--- config.mk ---
export PLATFORM = sky130hd
export DESIGN_NAME = mceb_bank
export DESIGN_NICKNAME = d
export VERILOG_FILES = /design/src/hdl/mceb_pkg.sv /design/src/hdl/mceb_bank.sv
export SDC_FILE = /design/constraint.sdc
export NUM_CORES = 1
export LEC_CHECK = 0
export ABC_AREA = 1
export BUFFER_PORTS_ARGS = -buffer_cell sky130_fd_sc_hd__buf_4
export CORE_MARGIN = 1.5
export CORE_UTILIZATION = 48
export DETAILED_ROUTE_END_ITERATION = 12
export HOLD_SLACK_MARGIN = 0.05
export PLACE_DENSITY = 0.8
export SLEW_MARGIN = 0
export SYNTH_ARGS = -nofsm -noshare
export SYNTH_HDL_FRONTEND = slang
export SYNTH_SLANG_ARGS = --single-unit
--- constraint.sdc ---
create_clock -name clk -period 5.9 [get_ports clk]
set_input_delay 0.885 -clock clk [delete_from_list [all_inputs] [get_ports clk]]
set_output_delay 0.885 -clock clk [all_outputs]
set_load 0.1 [all_outputs]
--- src/hdl/mceb_pkg.sv ---
// What this block does
// - capability register at 0179H reports bank count in bits 7:0.
// - bank zero control register sits at 400H, start of bank space.
// - control holds 64 enable flags; set flag lets uncorrected error raise exception.
// - detected errors are logged regardless of enable flags; one arriving over a kept log only sets overflow and, if corrected, bumps the count.
// - writes to unimplemented enable bits are dropped; they read as zero.
// - status cleared by writing zeros; any one bit raises protection fault.
// - status meaningful only while valid bit 63 set; set on logging.
// - status bits 15:0 carry architectural error code.
// - status bits 31:16 carry model error code.
// - bits 37:32 other info; with firmware-first, bit 37 is firmware-edited flag.
// - capability bit 10 clear: bits 52:38 are implementation info.
// - capability bit 10 set: bits 52:38 count corrected errors until cleared.
// - bit 52 is sticky count overflow until software clears.
// - capability bit 11 selects architectural meaning of bits 56:53.
// - with bit 11 set, bit 24 clear makes 56:55 reserved, set makes them flags.
// - with recovery support, bit 56 marks uncorrected recoverable error.
// - with recovery support, bit 55 marks software recovery action needed.
// - bits 54:53 give threshold status only for corrected errors.
// - bits 57..62: context corrupt, addr valid, misc valid, enabled, uncorrected, overflow.
// - overflow set when new error arrives over a valid log, unless a zero status write clears it in that cycle.
// - threshold code 00 none, 01 green, 10 yellow, 11 reserved.
package mceb_pkg;
    localparam logic [31:0] CAP_ADDR     = 32'h0000_0179;
    localparam logic [31:0] BANK0_CTL    = 32'h0000_0400;
    localparam logic [31:0] BANK0_STATUS = 32'h0000_0401;
    localparam logic [7:0]  BANK_COUNT   = 8'h01;
    localparam int          CAP_CNT_LSB  = 0;
    localparam int          CAP_CMCI_BIT = 10;
    localparam int          CAP_TES_BIT  = 11;
    localparam int          CAP_SER_BIT  = 24;
    localparam int          CAP_EMC_BIT  = 25;
    localparam int          ST_VALID     = 63;
    localparam int          ST_OVER      = 62;
    localparam int          ST_UNCORR    = 61;
    localparam int          ST_EN        = 60;
    localparam int          ST_EXTRA_OK  = 59;
    localparam int          ST_ADDR_OK   = 58;
    localparam int          ST_CORRUPT   = 57;
    localparam int          ST_SIGNAL    = 56;
    localparam int          ST_ACTION    = 55;
    localparam int          ST_THR_LSB   = 53;
    localparam int          ST_CNT_LSB   = 38;
    localparam int          ST_FWED      = 37;
    localparam int          ST_OTH_LSB   = 32;
    localparam int          ST_MODEL_LSB = 16;
    localparam logic [14:0] CNT_MAX      = 15'h3fff;
    localparam logic [1:0]  THR_NONE     = 2'h0;
    localparam logic [1:0]  THR_GREEN    = 2'h1;
    localparam logic [1:0]  THR_YELLOW   = 2'h2;
    localparam logic [1:0]  THR_RSVD     = 2'h3;

    typedef struct packed {
        logic        uncorrected_flag;
        logic        context_corrupt_flag;
        logic        address_register_valid;
        logic        extra_info_valid;
        logic        uncorrected_recoverable;
        logic        recovery_action_needed;
        logic        firmware_edited;
        logic [1:0]  threshold;
        logic [5:0]  errorIndex;
        logic [5:0]  otherInfo;
        logic [14:0] modelInfo;
        logic [3:0]  extInfo;
        logic [15:0] model_error_code;
        logic [15:0] archCode;
    } mceb_report_t;

    typedef enum logic [1:0] {
        ACC_IDLE  = 2'b00,
        ACC_READ  = 2'b01,
        ACC_WRITE = 2'b10
    } mceb_acc_t;
endpackage

--- src/hdl/mceb_bank.sv ---
`timescale 1ns/10ps
module mceb_bank #(
    parameter logic [63:0] IMPL_MASK = 64'hffff_ffff_ffff_ffff,
    parameter logic [63:0] CAP_VALUE = 64'h0000_0000_0300_0c01
) (
    input  wire logic                  clk,
    input  wire logic                  srst,
    input  wire mceb_pkg::mceb_acc_t   acc,
    input  wire logic [31:0]           addr,
    input  wire logic [63:0]           wdata,
    input  wire logic                  errValid,
    input  wire mceb_pkg::mceb_report_t errReport,
    output logic [63:0]                rdata_q,
    output logic                       ack_q,
    output logic                       gpFault_q,
    output logic                       machine_check_exception_q
);
    logic [63:0] ctl_q,  ctl_d;
    logic [63:0] stat_q, stat_d;
    logic [14:0] cnt_q,  cnt_d;
    logic [63:0] rdata_d;
    logic        ack_d, gp_d, mce_d;
    logic        isCtl, isStat, isCap, zeroWr, enHit, keepOld, cntArch;
    logic [63:0] fresh;
    logic [1:0]  thr;

    assign cntArch = CAP_VALUE[mceb_pkg::CAP_CMCI_BIT];

    always_comb begin
        isCap  = addr == mceb_pkg::CAP_ADDR;
        isCtl  = addr == mceb_pkg::BANK0_CTL;
        isStat = addr == mceb_pkg::BANK0_STATUS;
        zeroWr = acc == mceb_pkg::ACC_WRITE && isStat && wdata == 64'h0;
        enHit  = ctl_q[errReport.errorIndex];
        // corrected threshold only; uncorrected leaves it undefined, so zero
        thr = errReport.uncorrected_flag ? 2'h0 : errReport.threshold;
        if (thr == mceb_pkg::THR_RSVD) begin
            thr = mceb_pkg::THR_NONE;
        end
        fresh = 64'h0;
        fresh[15:0]  = errReport.archCode;
        fresh[31:16] = errReport.model_error_code;
        fresh[36:32] = errReport.otherInfo[4:0];
        fresh[mceb_pkg::ST_FWED] = CAP_VALUE[mceb_pkg::CAP_EMC_BIT]
                                   ? errReport.firmware_edited
                                   : errReport.otherInfo[5];
        fresh[52:38] = cntArch ? 15'h0 : errReport.modelInfo;
        if (CAP_VALUE[mceb_pkg::CAP_TES_BIT]) begin
            fresh[54:53] = thr;
            if (CAP_VALUE[mceb_pkg::CAP_SER_BIT]) begin
                fresh[mceb_pkg::ST_SIGNAL] = errReport.uncorrected_recoverable;
                fresh[mceb_pkg::ST_ACTION] = errReport.recovery_action_needed;
            end
        end else begin
            fresh[56:53] = errReport.extInfo;
        end
        fresh[mceb_pkg::ST_CORRUPT]  = errReport.context_corrupt_flag;
        fresh[mceb_pkg::ST_ADDR_OK]  = errReport.address_register_valid;
        fresh[mceb_pkg::ST_EXTRA_OK] = errReport.extra_info_valid;
        fresh[mceb_pkg::ST_EN]     = enHit;
        fresh[mceb_pkg::ST_UNCORR] = errReport.uncorrected_flag;
        fresh[mceb_pkg::ST_VALID]  = 1'b1;
        // uncorrected never overwrites a valid uncorrected; yellow beats green
        keepOld = stat_q[mceb_pkg::ST_VALID] &&
                  (stat_q[mceb_pkg::ST_UNCORR] ||
                   (!errReport.uncorrected_flag &&
                    stat_q[54:53] == mceb_pkg::THR_YELLOW &&
                    thr != mceb_pkg::THR_YELLOW));
    end

    always_comb begin
        ctl_d   = ctl_q;
        stat_d  = stat_q;
        cnt_d   = cnt_q;
        rdata_d = rdata_q;
        ack_d   = 1'b0;
        gp_d    = 1'b0;
        mce_d   = 1'b0;
        case (acc)
            mceb_pkg::ACC_READ: begin
                ack_d = 1'b1;
                if (isCap) begin
                    rdata_d = CAP_VALUE;
                end else if (isCtl) begin
                    rdata_d = ctl_q;
                end else if (isStat) begin
                    rdata_d = stat_q;
                    if (cntArch) begin
                        rdata_d[52:38] = cnt_q;
                    end
                end else begin
                    rdata_d = 64'h0;
                    gp_d    = 1'b1;
                end
            end
            mceb_pkg::ACC_WRITE: begin
                ack_d = 1'b1;
                if (isCtl) begin
                    ctl_d = wdata & IMPL_MASK;
                end else if (zeroWr) begin
                    stat_d = 64'h0;
                    cnt_d  = 15'h0;
                end else begin
                    gp_d = 1'b1;
                end
            end
            default: begin
            end
        endcase
        // logging wins over a same-cycle clear so no error is lost
        if (errValid) begin
            // a same-cycle clear empties the bank, so the new log stands alone
            if (!keepOld || zeroWr) begin
                stat_d = fresh;
            end
            if (stat_q[mceb_pkg::ST_VALID] && !zeroWr) begin
                stat_d[mceb_pkg::ST_OVER] = 1'b1;
            end
            if (cntArch && !errReport.uncorrected_flag) begin
                cnt_d = (zeroWr ? 15'h0 : cnt_q) + 15'h1;
                if ((cnt_q & mceb_pkg::CNT_MAX) == mceb_pkg::CNT_MAX && !zeroWr) begin
                    cnt_d[14] = 1'b1;
                end
                if (cnt_q[14] && !zeroWr) begin
                    cnt_d[14] = 1'b1;
                end
            end
            mce_d = enHit && errReport.uncorrected_flag;
        end
    end

    always_ff @(posedge clk) begin
        if (srst) begin
            ctl_q   <= 64'h0;
            stat_q  <= 64'h0;
            cnt_q   <= 15'h0;
            rdata_q <= 64'h0;
            ack_q   <= 1'b0;
            gpFault_q <= 1'b0;
            machine_check_exception_q <= 1'b0;
        end else begin
            ctl_q   <= ctl_d;
            stat_q  <= stat_d;
            cnt_q   <= cnt_d;
            rdata_q <= rdata_d;
            ack_q   <= ack_d;
            gpFault_q <= gp_d;
            machine_check_exception_q <= mce_d;
        end
    end
endmodule

==> metrics.md <==
| Metric | Value |
|---|---|
| Outcome | finished, final reports clean |
| CTS resizes | 0 |
| Cell variety after synth | 38 |
| Final WL | slightly below 30 mm |
| Setup Skew | 0.00828 ns |
| Final Hold Fails | 0 |
| Worst R2R End | stat_q[21] |
| Register area | just under 0.004 mm² |
| Max Root-Sink Buffers | 2 |
| Setup TNS | 0 ns |
| Register area share after synthesis | between 40% and 50% |
| IO Port Bufs | 219 |
| Fin util | between 60 and 70% |
| Number of flops mapped to enable cells by yosys | 0 |
| Post-CTS Hold Buffers | 0 |
| Row cnt | 50 |
| Vias in the first global route | between 9k and 10k |
| Root Buffer | clkbuf_16 |
| FF-to-FF path depth | 9 |
| Worst reg-to-reg setup slack | approximately 3.7 ns |
| Final ANT Viol Nets | 0 |
| Initial Utilization | 49.2% |
| # clock sinks | 195 |
| RSZ-0062 raised after global routing | false |
| Maxcap violations | 0 |
| Pre-CTS setup slack | approximately 2.0 ns |
| Top-level port count | 240 |
| Gr ovfl total | 0 |
| Tot Pwr | approximately 2.9 mW |
| Period utilization | between 50% and 60% |
| Area of the die | 0.0201 mm² |
| Die width | 142 µm |
| Cell Area, Synth | 0.00923 mm² |
| Leak Pwr | approximately 4.8 nW |
| Final setup violating endpoints | 0 |
| Synth top area share | a little over two fifths |
| Final worst setup slack | roughly 2.4 ns |
| Drt drc | 0 |
| Wire length per cell | ~16 µm |
| Drt first pass iters | 6 |
| Routability congestion estimate | 0.895 |
| Initial antenna violation count | 0 |
| Placed insts | 1719 |
| Ys Warns | 0 |
| Worst Setup SP | acc[0] |
| Die H | between 100 and 150 µm |
| DRT iter0 DRCs | 730 |
| Postcts setup bufs | 0 |
| Clk pin slew, worst setup/hold paths | about 0.080 ns |
| Syn Area/Cell | approximately 6.9 µm² |
| CTS H-tree depth | 4 |
| Worst hold endpoint | rdata_q[49] |
| Synth Register Bits | about 200 |
| First-pass GRT wire length | around 45 mm |
| WS Path Type | in -> reg |
| Fin crit period | 3.48 ns |
| Layout cells sized above 1 | around a fifth |
| Num CTS Buffers | 17 |
| Maximum VDD drop | 0.000216 V |
| TritonCTS clock tree | built |
| Hpwl dp | 19.7 mm |
| Setup crit start kind | input pin |
| Largest net degree at the start of global routing | 69 |
| Asr flop ratio synth | 0% |
| Hold Path Stages | 2 |
| Beginning of the worst hold path | rdata_q[49] |
| Power Dens Cells | between 200 and 300 mW/mm² |
| Relative slew slack | about a third |
| Critical Path AT | 3.83 ns |
| Clock Latency Late Sink | around 0.44 ns |
| Nets | roughly 1.7k |
| Area of the multi-input gates | 0.00435 mm² |
| Worst Hold Class | reg -> reg |
| Worst Path Required | roughly 6.3 ns |
| Fmax achieved | approximately 290 MHz |
| Fin cells | roughly 1.8k |
| Via count | approximately 9.7k |
| Core Region | about 0.019 mm² |
| Top cell type by total area after synthesis | dfxtp_1 |
| Synth top area cells | dfxtp_1 42%, a21oi_1 11%, o21ai_0 11% |
| Post-synthesis instance total | 1344 |
| Critical path fanouts, max | just under 70 |
| CP endpoint kind | register |
| Commonest cells in the netlist | 240 x nand2_1, 199 x a21oi_1, 195 x dfxtp_1, 194 x o21ai_0, 139 x inv_1 |
| Syn Nets | about 1.5k |
| Final Max Tran Viols | 0 |
| FILL cells | 1750 |
| Vias/cell | between 5 and 6 |
| Pin slew with the least headroom to its limit | roughly 0.96 ns |
| Top_reg_cell synth | dfxtp_1 |
| Synth-to-Final Area Change | 23.7% |
| Gr usage total | approximately 28% |
| Cell with the most instances after synthesis | nand2_1 |
| FF-to-FF Start | stat_q[54] |
[per-layer routing]
metal	part of all wire [%]	up-vias	wire length, µm	track usage, %
li1	-	4760	-	-
met1	42	4410	12200	36.2
met2	47	444	13500	47.2
met3	8.5	61	2460	6.34
met4	2.5	0	725	10.3
met5	0	-	0	0
[cells by family (layout without fill, tap and decap cells)]
group | after synthesis | count (layout) | synth area share, %
AOI/OAI and AO/OA | 441 | 441 | 25.3
xor gates and xnor gates | 1 | 1 | 0.0949
adders and majority gates | 3 | 3 | 0.407
buffers and inverters | 233 | 406 | 10.6
DFF | 195 | 195 | 42.3
other | 0 | 1 | 0
and+or+nand+nor | 471 | 471 | 21.3
[metrics by stage]
stage | cell area [µm²] | hold WS (ns)
floorplan | 9230 | 0.436
global route | 11400 | 0.482
global placement | 10800 | 0.454
detailed placement | 10800 | 0.456
CTS | 11400 | 0.467
finish | 11400 | 0.465
[report_power, final]
group | switching, mW | total, mW | internal [mW] | leakage [nW]
combinational | 0.188 | 0.310 | 0.122 | 2.89
clock | 0.580 | 1.18 | 0.604 | 0.283
sequential | 0.0200 | 1.37 | 1.35 | 1.59
[worst max-delay path, cell delays in order]
cell and delay [ns]:
buf_4 0.09, inv_1 0.04, ha_1 0.24, nand2_1 0.15, nor2_1 0.06, nand2_1 0.05, nor2_1 0.04, nand2_1 0.06
nor2_1 0.06, nand2_4 0.57, inv_2 0.19, nor2_1 0.22, ha_1 0.21, nand4_1 0.21, nor2_2 0.37, nand2_1 0.09
nand2_1 0.07, nand3_1 0.06, nand2_1 0.07, inv_1 0.03
[worst max path at each step]
stage / to / slack, ns / cells after the start
global placement: cnt_q[12] / 2.08 / 20
floorplan: cnt_q[12] / 3.12 / 20
detailed placement: cnt_q[12] / 2.01 / 20
finish: cnt_q[12] / 2.42 / 20
CTS: stat_q[21] / 2.49 / 15
global route: cnt_q[12] / 2.10 / 20
[placed cells by master, fill, tap and decap left out, types with 3 or more instances in the layout]
cell type   netlist  final
a211oi_1          5      5
a21oi_1         199    199
a22o_1           13     13
and2_1            3      3
buf_4             2    228
clkbuf_16         0     17
clkinv_4          1      5
clkinvlp_4        0      3
dfxtp_1         195    195
inv_1           139    138
inv_2             5      7
inv_8             0      4
nand2_1         240    240
nand2_2           3      3
nand2_4           3      3
nand3_1          39     39
nand4_1          11     11
nor2_1          138    137
nor2_2            3      4
nor3_1           13     13
nor4_1           14     14
o211ai_1         11     11
o21ai_0         194    194
o22ai_1          13     13
[flip-flops by register name, summed over array words and instances (netlist names)]
name                       cells
ack_q                          1
stat_q                        49
ctl_q                         64
machine_check_exception_q      1
gpFault_q                      1
cnt_q                         15
rdata_q                       64
[area by class of cell]
class	instances	share of cell area, %
clock buffers	17	3.73
clock inverters	15	1.52
inverters	146	4.85
flip-flops and latches	195	34.2
repair buffers	228	15.0
multi-input cells	916	38.1
diodes	1	0.0219
well taps	234	2.57
(Power assumes the default switching activity.)
